`src/hdl/bmrs_pkg.sv`:
```
// Shared constants, types and helpers for the battery monitor and reset supervisor.
// Assumes a single 200 MHz system clock; all timeouts are counted in slow time-base ticks.
package bmrs_pkg;

    // Clock and time base
    localparam int CLK_PERIOD_PS   = 5000;
    localparam int TICK_PERIOD_US  = 1000;
    localparam int TICK_CYCLES_DEF = (TICK_PERIOD_US * 1000000) / CLK_PERIOD_PS;

    // Timeouts in milliseconds, as minimum durations
    localparam int LBO_TIMEOUT_MS   = 150;
    localparam int SHORT_TIMEOUT_MS = 150;
    localparam int LONG_TIMEOUT_MS  = 1200;
    localparam int DEBOUNCE_MS      = 20;

    localparam int CNT_W = 12;
    typedef logic [CNT_W-1:0] bmrs_cnt_type;

    // Synchroniser idle levels
    localparam logic [2:0] CMP_SYNC_RST = 3'h0;
    localparam logic       MR_SYNC_RST  = 1'b1;

    // Output levels after reset: flags and processor reset asserted
    localparam logic FLAG_RST_N   = 1'b0;
    localparam logic PRST_RST_N   = 1'b0;

    typedef enum logic [1:0] {
        MRS_IDLE,
        MRS_PULSE,
        MRS_WAIT_RELEASE
    } bmrs_mr_state_type;

    // Milliseconds to whole ticks, rounded up
    function automatic bmrs_cnt_type ms_to_ticks(input int ms);
        int ticks;
        ticks = (ms * 1000 + TICK_PERIOD_US - 1) / TICK_PERIOD_US;
        return bmrs_cnt_type'(ticks);
    endfunction : ms_to_ticks

endpackage : bmrs_pkg

```
`src/hdl/bmrs_tmr_if.sv`:
```
// Carrier between the supervisor top and each release timer.
// Assumes one clock domain; owner drives controls, timer returns its flag.
`timescale 1ns/1ps
`default_nettype none
interface bmrs_tmr_if;
    import bmrs_pkg::*;
    logic         tick;
    logic         ce;
    logic         trip;
    logic         ok;
    bmrs_cnt_type limit;
    logic         active;
    bmrs_cnt_type cnt;

    modport timer (input tick, input ce, input trip, input ok, input limit,
                   output active, output cnt);
    modport owner (output tick, output ce, output trip, output ok, output limit,
                   input active, input cnt);
endinterface : bmrs_tmr_if
`default_nettype wire

```
`src/hdl/bmrs_top.sv`:
```
// Battery monitor with processor reset supervisor: flag and reset timing logic.
// Assumes comparator results (1 = above threshold) and a pushbutton input, all asynchronous.
//
// Summary of operation
// Single-output build asserts the combined flag on a low-level dip and releases it after the high-level input has been above threshold for 150 ms.
// Dual-output build asserts the weak flag when the high-level input dips and releases it after 150 ms above threshold.
// Dual-output build asserts the empty flag when the low-level input dips and releases it after 150 ms above threshold.
// When both levels recover together, the empty flag timeout completes before the weak flag timeout begins.
// The processor reset output is low whenever the supply is below its reset threshold.
// After the supply recovers, reset stays low for the whole selected reset timeout.
// A supply dip during the reset timeout restarts the timeout from zero with reset held low.
// A manual reset press gives one reset pulse of the selected reset timeout, even with good supplies.
// The manual reset input is debounced internally over a fixed interval.
// The reset timeout is a build option of 150 to 300 ms or 1200 to 2400 ms.
// The reset output is either open-drain or push-pull per build, with the same active-low meaning.
// The battery outputs are either one combined flag or two separate flags per build.
// The manual reset pulse starts on the falling edge and is not stretched by holding the input low.
// Debouncing applies to manual reset rising edges so release bounce gives no new request.
// All inputs are synchronised and all timeouts are counted in ticks of a free-running time base.
// A battery dip during a release timeout keeps the flag asserted and restarts its count.
`timescale 1ns/1ps
`default_nettype none
module bmrs_top
    import bmrs_pkg::*;
#(
    parameter logic DUAL_OUTPUT  = 1'b0,
    parameter logic PUSH_PULL    = 1'b0,
    parameter logic LONG_TIMEOUT = 1'b0,
    parameter int   TICK_CYCLES  = TICK_CYCLES_DEF
) (
    input  wire logic clk,
    input  wire logic sys_rst,
    input  wire logic clk_en,
    input  wire logic low_level_compare_in,
    input  wire logic high_level_compare_in,
    input  wire logic supply_compare_in,
    input  wire logic manual_reset_n,
    output logic      battery_low_flag_n,
    output logic      battery_empty_flag_n,
    output logic      battery_weak_flag_n,
    output logic      proc_reset_n_out,
    output logic      proc_reset_oe
);

    localparam bmrs_cnt_type LBO_TICKS   = ms_to_ticks(LBO_TIMEOUT_MS);
    localparam bmrs_cnt_type RESET_TICKS = LONG_TIMEOUT ? ms_to_ticks(LONG_TIMEOUT_MS)
                                                        : ms_to_ticks(SHORT_TIMEOUT_MS);
    localparam bmrs_cnt_type DEB_TICKS   = ms_to_ticks(DEBOUNCE_MS);
    localparam int           RESET_MIN_CYC = int'(RESET_TICKS) * TICK_CYCLES;
    localparam int           DEB_MIN_CYC   = int'(DEB_TICKS) * TICK_CYCLES;

    logic               tick_r;
    logic [31:0]        prescale_r;
    logic               low_s;
    logic               high_s;
    logic               supply_s;
    logic               mr_s;
    bmrs_mr_state_type  mr_state_r;
    bmrs_cnt_type       mr_cnt_r;
    logic               mr_pulse_r;
    logic               mr_seen_r;

    bmrs_tmr_if comb_if ();
    bmrs_tmr_if empty_if ();
    bmrs_tmr_if weak_if ();
    bmrs_tmr_if sup_if ();
    bmrs_tmr_if mr_if ();

    // Free-running time base; keeps timing independent of the fast clock
    always_ff @(posedge clk or posedge sys_rst) begin
        if (sys_rst) begin
            prescale_r <= '0;
            tick_r     <= 1'b0;
        end else if (clk_en) begin
            if (prescale_r == 32'(TICK_CYCLES - 1)) begin
                prescale_r <= '0;
                tick_r     <= 1'b1;
            end else begin
                prescale_r <= prescale_r + 32'h1;
                tick_r     <= 1'b0;
            end
        end
    end

    bmrs_sync #(.W(3), .RST_VAL(CMP_SYNC_RST)) u_cmp_sync (
        .clk     (clk),
        .sys_rst (sys_rst),
        .ce      (clk_en),
        .d       ({low_level_compare_in, high_level_compare_in, supply_compare_in}),
        .q       ({low_s, high_s, supply_s})
    );

    bmrs_sync #(.W(1), .RST_VAL(MR_SYNC_RST)) u_mr_sync (
        .clk     (clk),
        .sys_rst (sys_rst),
        .ce      (clk_en),
        .d       (manual_reset_n),
        .q       (mr_s)
    );

    // Timer hookups
    always_comb begin
        comb_if.tick  = tick_r;
        comb_if.ce    = clk_en;
        comb_if.trip  = !low_s;
        comb_if.ok    = high_s;
        comb_if.limit = LBO_TICKS;

        empty_if.tick  = tick_r;
        empty_if.ce    = clk_en;
        empty_if.trip  = !low_s;
        empty_if.ok    = low_s;
        empty_if.limit = LBO_TICKS;

        weak_if.tick  = tick_r;
        weak_if.ce    = clk_en;
        weak_if.trip  = !high_s;
        // Weak timeout waits for the empty flag to release first
        weak_if.ok    = high_s && !empty_if.active;
        weak_if.limit = LBO_TICKS;

        sup_if.tick  = tick_r;
        sup_if.ce    = clk_en;
        sup_if.trip  = !supply_s;
        sup_if.ok    = supply_s;
        sup_if.limit = RESET_TICKS;

        // Press is taken at once; release must stay high for the debounce time
        mr_if.tick  = tick_r;
        mr_if.ce    = clk_en;
        mr_if.trip  = !mr_s;
        mr_if.ok    = mr_s;
        mr_if.limit = DEB_TICKS;
    end

    bmrs_release_timer #(.ACTIVE_AT_RESET(1'b1)) u_comb_tmr (
        .clk (clk), .sys_rst (sys_rst), .t (comb_if.timer));
    bmrs_release_timer #(.ACTIVE_AT_RESET(1'b1)) u_empty_tmr (
        .clk (clk), .sys_rst (sys_rst), .t (empty_if.timer));
    bmrs_release_timer #(.ACTIVE_AT_RESET(1'b1)) u_weak_tmr (
        .clk (clk), .sys_rst (sys_rst), .t (weak_if.timer));
    bmrs_release_timer #(.ACTIVE_AT_RESET(1'b1)) u_sup_tmr (
        .clk (clk), .sys_rst (sys_rst), .t (sup_if.timer));
    bmrs_release_timer #(.ACTIVE_AT_RESET(1'b0)) u_mr_tmr (
        .clk (clk), .sys_rst (sys_rst), .t (mr_if.timer));

    // Manual reset one-shot; a held button cannot retrigger until released
    always_ff @(posedge clk or posedge sys_rst) begin
        if (sys_rst) begin
            mr_state_r <= MRS_IDLE;
            mr_cnt_r   <= '0;
            mr_pulse_r <= 1'b0;
        end else if (clk_en) begin
            case (mr_state_r)
                MRS_IDLE: begin
                    if (mr_if.active) begin
                        mr_state_r <= MRS_PULSE;
                        mr_pulse_r <= 1'b1;
                        mr_cnt_r   <= '0;
                    end
                end
                MRS_PULSE: begin
                    if (tick_r) begin
                        if (mr_cnt_r == RESET_TICKS) begin
                            mr_pulse_r <= 1'b0;
                            mr_cnt_r   <= '0;
                            mr_state_r <= MRS_WAIT_RELEASE;
                        end else begin
                            mr_cnt_r <= mr_cnt_r + bmrs_cnt_type'(1);
                        end
                    end
                end
                MRS_WAIT_RELEASE: begin
                    if (!mr_if.active) begin
                        mr_state_r <= MRS_IDLE;
                    end
                end
                default: begin
                    mr_state_r <= MRS_IDLE;
                    mr_pulse_r <= 1'b0;
                    mr_cnt_r   <= '0;
                end
            endcase
        end
    end

    // Battery flag outputs; unused variant outputs sit released from the first enabled clock after reset
    always_ff @(posedge clk or posedge sys_rst) begin
        if (sys_rst) begin
            battery_low_flag_n   <= FLAG_RST_N;
            battery_empty_flag_n <= FLAG_RST_N;
            battery_weak_flag_n  <= FLAG_RST_N;
        end else if (clk_en) begin
            battery_low_flag_n   <= DUAL_OUTPUT ? 1'b1 : !comb_if.active;
            battery_empty_flag_n <= DUAL_OUTPUT ? !empty_if.active : 1'b1;
            battery_weak_flag_n  <= DUAL_OUTPUT ? !weak_if.active : 1'b1;
        end
    end

    // Processor reset; open-drain only drives while asserting
    always_ff @(posedge clk or posedge sys_rst) begin
        if (sys_rst) begin
            proc_reset_n_out <= PRST_RST_N;
            proc_reset_oe    <= 1'b1;
        end else if (clk_en) begin
            proc_reset_n_out <= !(sup_if.active || mr_pulse_r);
            proc_reset_oe    <= PUSH_PULL || sup_if.active || mr_pulse_r;
        end
    end

    // Assertion helpers; counters saturate so long runs cannot wrap them
    function automatic logic [31:0] sat_inc(input logic [31:0] v);
        return (v == '1) ? v : v + 32'h1;
    endfunction : sat_inc

    logic [31:0] sup_ok_cyc_r;
    logic [31:0] mr_hi_cyc_r;
    logic        out_live_r;
    always_ff @(posedge clk or posedge sys_rst) begin
        if (sys_rst) begin
            sup_ok_cyc_r <= '0;
            mr_hi_cyc_r  <= '0;
            mr_seen_r    <= 1'b0;
            out_live_r   <= 1'b0;
        end else if (clk_en) begin
            mr_seen_r    <= mr_if.active;
            out_live_r   <= 1'b1;
            sup_ok_cyc_r <= supply_s ? sat_inc(sup_ok_cyc_r) : '0;
            mr_hi_cyc_r  <= mr_s ? sat_inc(mr_hi_cyc_r) : '0;
        end
    end
endmodule : bmrs_top
`default_nettype wire

```
`src/hdl/bmrs_sync.sv`:
```
// Two-stage synchroniser for a group of level inputs.
// Assumes inputs may change at any time relative to clk.
`timescale 1ns/1ps
`default_nettype none
module bmrs_sync #(
    parameter int           W       = 1,
    parameter logic [W-1:0] RST_VAL = '0
) (
    input  wire logic         clk,
    input  wire logic         sys_rst,
    input  wire logic         ce,
    input  wire logic [W-1:0] d,
    output logic      [W-1:0] q
);
    logic [W-1:0] meta_r;

    always_ff @(posedge clk or posedge sys_rst) begin
        if (sys_rst) begin
            meta_r <= RST_VAL;
            q      <= RST_VAL;
        end else if (ce) begin
            meta_r <= d;
            q      <= meta_r;
        end
    end
endmodule : bmrs_sync
`default_nettype wire

```
`src/hdl/bmrs_release_timer.sv`:
```
// Asserting flag with a minimum-duration release timeout.
// Trip sets the flag at once; release needs ok held for limit full tick periods.
`timescale 1ns/1ps
`default_nettype none
module bmrs_release_timer
    import bmrs_pkg::*;
#(
    parameter logic ACTIVE_AT_RESET = 1'b1
) (
    input wire logic  clk,
    input wire logic  sys_rst,
    bmrs_tmr_if.timer t
);
    always_ff @(posedge clk or posedge sys_rst) begin
        if (sys_rst) begin
            t.active <= ACTIVE_AT_RESET;
            t.cnt    <= '0;
        end else if (t.ce) begin
            if (t.trip) begin
                t.active <= 1'b1;
                t.cnt    <= '0;
            end else if (!t.ok) begin
                t.cnt    <= '0;
            end else if (t.active && t.tick) begin
                // First tick may be partial, so release only after limit+1 ticks
                if (t.cnt == t.limit) begin
                    t.active <= 1'b0;
                    t.cnt    <= '0;
                end else begin
                    t.cnt    <= t.cnt + bmrs_cnt_type'(1);
                end
            end
        end
    end
endmodule : bmrs_release_timer
`default_nettype wire

```
`config.mk`:
```
export PLATFORM = sky130hd
export DESIGN_NAME = bmrs_top
export DESIGN_NICKNAME = d
export VERILOG_FILES = /design/src/hdl/bmrs_pkg.sv /design/src/hdl/bmrs_tmr_if.sv /design/src/hdl/bmrs_top.sv /design/src/hdl/bmrs_sync.sv /design/src/hdl/bmrs_release_timer.sv
export SDC_FILE = /design/constraint.sdc
export NUM_CORES = 1
export LEC_CHECK = 0
export ABC_AREA = 1
export BUFFER_PORTS_ARGS = -buffer_cell sky130_fd_sc_hd__buf_4
export CAP_MARGIN = 20
export CELL_PAD_IN_SITES_DETAIL_PLACEMENT = 0
export CELL_PAD_IN_SITES_GLOBAL_PLACEMENT = 1
export CORE_MARGIN = 3
export CORE_UTILIZATION = 46
export DETAILED_ROUTE_END_ITERATION = 10
export PLACE_DENSITY = 0.92
export SYNTH_ARGS = -nofsm -noshare
export SYNTH_HDL_FRONTEND = slang
export SYNTH_SLANG_ARGS = --single-unit
```
`constraint.sdc`:
```
create_clock -name clk -period 3.21 [get_ports clk]
set_clock_uncertainty 0.05 [all_clocks]
set_input_delay 0.321 -clock clk [delete_from_list [all_inputs] [get_ports clk]]
set_output_delay 0.321 -clock clk [all_outputs]
set_load 0.01 [all_outputs]
```
# After elaboration in Yosys (flattened, before gate mapping)
# Cells that the tools add are included.
# op_classes
n_addsub	5
eq_ne	19
n_mux	35
n_bitwise	1
reduce_logical	16
# ops
operator	n
2-to-1 mux 12 bit	13
adder 12 x 1 -> 12 bit (second input constant)	4
== test 12 x 8 -> 1 bit (second input constant)	3
one-hot mux 12 bit (3 select lines)	1
adder 32 x 1 -> 32 bit (second input constant)	1
== test 32 x 18 -> 1 bit (second input constant)	1
2-to-1 mux 32 bit	1
2-to-1 mux 1 bit	14
!= test 2 x 1 -> 1 bit (second input constant)	7
== test 12 x 5 -> 1 bit (second input constant)	1
AND reduction 5 bit	2
2-to-1 mux 2 bit	4
!= test 2 bit (second input constant)	4
AND reduction 4 bit	2
one-hot mux 2 bit (3 select lines)	1
AND reduction 2 bit	3
AND reduction 3 bit	2
logical AND 1 bit	3
!= test 3 x 2 -> 1 bit (second input constant)	1
one-hot mux 1 bit (3 select lines)	1
== test 2 x 1 -> 1 bit (second input constant)	1
== test 2 bit (second input constant)	1
zero test 1 bit	2
zero test 2 bit	1
other kinds (2)	2
# word_totals
ff_bits	99
in_bits	7
out_inout_bits	5
elab_cells	95

# Depth between registers and ports, before layout
# depth
ltp_word	5
ltp_mapped	9
depth_no_buf	9

# Hierarchy
# Synthesis repeated with hierarchy kept, for this count alone.
# unflattened
hier_cells	923
area_unflattened_um2	6530.0
# by_module_without_submodules
mod	instances	cells_each	area_per_inst_um2
bmrs_top	1	485	3348.2
bmrs_release_timer (u_comb_tmr ...)	2	134	958.4
bmrs_release_timer (u_mr_tmr)	1	134	957.2
bmrs_sync (u_cmp_sync)	1	26	225.2
bmrs_sync (u_mr_sync)	1	10	82.6

# Least setup slack after synthesis
# No wires, ideal clock.
# synth_path
path_type	reg-to-reg
startpoint	register prescale_r[1]
endpoint	register prescale_r[5]
setup_ns	0.136
arrival_ns	1.251
required_time_ns	3.024
setup_slack_ns	1.773
stages_incl_launch_ff	7
n_path_buf	0
period_less_slack_ns	1.437
cell_sequence	dfrtp_1 ha_1 nand3_1 nor2_2 nand3_1 nor2_1 nor3_1
# synth_via
elab_chain_cells	2
elab_cells_between_ends	3
classes_between	1 x add/sub; 1 x eq/ne; 1 x mux
# synth_rtl
item	line_no	text
from (decl)	bmrs_top.sv:53	logic [31:0] prescale_r;
from (signal assigned)	bmrs_top.sv:79	prescale_r <= prescale_r + 32'h1;
adder 32 x 1 -> 32 bit / == test 32 x 18 -> 1 bit (equally long branches)	bmrs_top.sv:79, bmrs_top.sv:75	
2-to-1 mux 32 bit *	bmrs_top.sv:75	if (prescale_r == 32'(TICK_CYCLES - 1)) begin
# Every way passes the cells marked *; elsewhere a longest branch is shown, timed or not.
# A chain may end at the register's enable or synchronous reset.

# Final worst setup path
# Ends and elaborated chain as after synthesis.

==> impl_metrics.toml <==
[outcome]
outcome = "completed"

[yosys]
netlist_area_um2 = 5940
ys_ff_latch = 99
synth_cell_types = 36
synth.top_cells.by_area = "dfrtp_1, nand2_1, nor2_1"
ys.flop_type = "dfrtp_1"
synth_top_area_cell = "dfrtp_1"
ys_seq_area_share_pct = 41.8
ys_warn_count = 0
avgSynthCellArea_um2 = 7.04
synth-edff-count = 0
netlist.area_leader.share_pct = 39.6
ys_async_sr_fraction_pct = 100
syn-instance-count = 844
syn-num-nets = 860

[cts]
ctsResizeCount = 0
cts_root_buf = "clkbuf_16"
clk_path_buf_depth = 2
holdBufCountCts = 0
clock_sinks = 99
cts_tree = "built"
insertion_delay_ns = 0.35
htreeDepth = 3
clkSlewWorstSetupHoldPaths_ns = 0.07
postCtsSetupBuffers = 0
cts_made_buffers = 9

[drt]
num_vias = 5049
viasPerCell = 4.90
wl_per_cell_um = 12.2
drt_iter0_markers = 306
remaining_drc_errors = 0
postRouteAntennaNets = 0
dr.pass1.iters = 5
wl_um = 12600

[timing]
fmax_ghz = 0.547
hold_viol_final = 0
slew_headroom_pct = 49.4
drv_slew = 0
fin_crit_ns = 1.83
tightestPinTransition_ns = 0.758
min_period_over_period_pct = 57.0
setup_viol = 0
rsz0062_at_grt = "no"
setup_tns_ns = 0
setup_ws_ns = 1.38
hold_slack_ns = 0.0507

[power_and_ir_drop]
pwr-share-clk_pct = 35.9
power_density_nw_per_um2 = 492
peakVddDrop_uv = 331
leakage_nw = 3.08
pwr-share-seq_pct = 46.9
intPower_w = 0.00222
switching_power_w = 0.000977
power.share.combinational_pct = 17.2
switching_share_pct = 30.6
p_total_w = 0.00319

[die]
core_um2 = 12300
ios = 12
start_util_pct = 48.2
dieArea_um2 = 14300
die_y_um = 120
die_x_um = 120
num_rows = 40

[grt]
grtUsageMet2_pct = 29.6
grt_max_degree = 58
grt-busiest-layer = "met2"
antenna_found_initial = 0
track_usage_pct = 18.6
grt_pass1_vias = 4611
grt-ovfl-total = 0
grt_pass1_wl_um = 21700
use_met3_pct = 4.52
met1_usage_pct = 25.7

[critical_path]
required_ns = 3.38
critical_path.max_fanout = 5
crit_arrival_ns = 2.00
endpoint_kind = "flop"
startpoint_type = "flop"
critPathKind = "reg2reg"
r2r_slack_ns = 1.38

[finish]
final_util_pct = 52.7
drive_above_1_share_pct = 7.77
fill_cells = 1211
n_antenna_cell = 0
areaGrowthSynthToFinish_pct = 9.25
nets = 873

[place]
place.detailed.hpwl_um = 9170
gp_congestion = 0.848
io_buffers = 11
place_ws_ns = 1.19

[worst_hold_path]
hold_path.class = "in2async"

[run]
max-cap-violations = 0
[power by group through the flow]
stage	Clock [W]	Sequential, W	Combinational [W]
after CTS	0.00119	0.00150	0.000557
after global placement	0	0.00152	0.000547
final	0.00115	0.00150	0.000550
after detailed placement	0	0.00152	0.000555
after floorplan	0	0.00149	0.000443
after global routing	0.00123	0.00152	0.000636
[critical path, cell delays in order (launching register included)]
cell,delay [ns]
dfrtp_1,0.37
ha_1,0.25
nand3_1,0.13
nor2_2,0.25
nand3_1,0.21
nor2_1,0.35
nor3_1,0.08
[cells in the mapped netlist, types with 8 or more instances]
cell type / instances
nand4_1: 28
nand3_1: 60
inv_1: 105
dfrtp_1: 94
xor2_1: 19
nand2_1: 261
a21oi_1: 12
nor3_1: 11
o21ai_0: 27
nor2_1: 139
ha_1: 9
o21ai_1: 8
[registers in the layout (all words and copies together), names as in the netlist]
name,flops
prescale_r,32
mr_cnt_r,12
u_comb_tmr.t.cnt,12
u_mr_tmr.t.cnt,12
u_sup_tmr.t.cnt,12
u_cmp_sync.meta_r,3
u_cmp_sync.q,3
mr_state_r,2
battery_low_flag_n,1
battery_weak_flag_n,1
comb_if.tick,1
mr_pulse_r,1
proc_reset_n_out,1
proc_reset_oe,1
u_comb_tmr.t.active,1
u_mr_sync.meta_r,1
u_mr_sync.q,1
u_mr_tmr.t.active,1
u_sup_tmr.t.active,1
[metrics by stage]
stage	std cells	area [um2]
after global routing	1030	6490
final	1030	6490
after floorplan	844	5940
after detailed placement	1014	6180
after CTS	1030	6490
after global placement	1014	6180
[cell families after synthesis]
logic type,count (synthesis),share of synthesized area (%)
XOR/XNOR,21,3.10
flip-flops,99,41.8
buffers and inverters,118,8.15
AO/OA/AOI/OAI,56,5.06
AND/OR/NAND/NOR,541,40.0
adder cells (fa/ha/maj),9,1.90
[routing by layer]
layer	share of wire, %	wire length, um
met2	45	5730
met4	0.86	108
met3	3.5	438
met5	0	0
met1	50	6330
[cells in the final DEF, fill, tap and decap left out, types with 3 or more instances in the layout]
cell and n:
nor3_1 11, nand2_1 261, dfstp_2 5, nand3b_1 5
nand4_1 28, o21ai_0 27, nor2_1 139, nand2_2 7
nor2_4 4, ha_1 9, xor2_1 19, inv_1 104
clkbuf_16 9, dfrtp_1 94, o21ai_1 8, or2_2 4
nand3_2 6, buf_4 11, nand3_1 60, inv_2 3
nor2_2 7, o21bai_1 5, a21oi_1 12
[worst paths after layout]
| kind | startpoint | endpoint | cells after the start |
|---|---|---|---|
| setup / recovery | prescale_r[1]$_DFFE_PP0P_ | prescale_r[5]$_DFFE_PP0P_ | 6 |
| hold / removal | sys_rst | u_comb_tmr.t.cnt[11]$_DFFE_PP0P_ | 2 |
| setup reg to reg | prescale_r[1]$_DFFE_PP0P_ | prescale_r[5]$_DFFE_PP0P_ | 6 |
| hold reg to reg | u_cmp_sync.q[2]$_DFFE_PP0P_ | u_comb_tmr.t.active$_DFFE_PP1P_ | 1 |
| max in group asynchronous | sys_rst | u_sup_tmr.t.active$_DFFE_PP1P_ | 3 |
| min in group clk | supply_compare_in | u_cmp_sync.meta_r[0]$_DFFE_PP0P_ | 3 |
[layout make-up]
type,count,area [um2],share of cell area [%]
clock buffers,11,233,3.59
clock inverters,5,80.1,1.23
inverters,108,408,6.29
multi-input cells,627,2970,45.8
flip-flops and latches,99,2480,38.3
well taps,168,210,3.24
repair buffers,12,103,1.58
(Power assumes the default switching activity.)
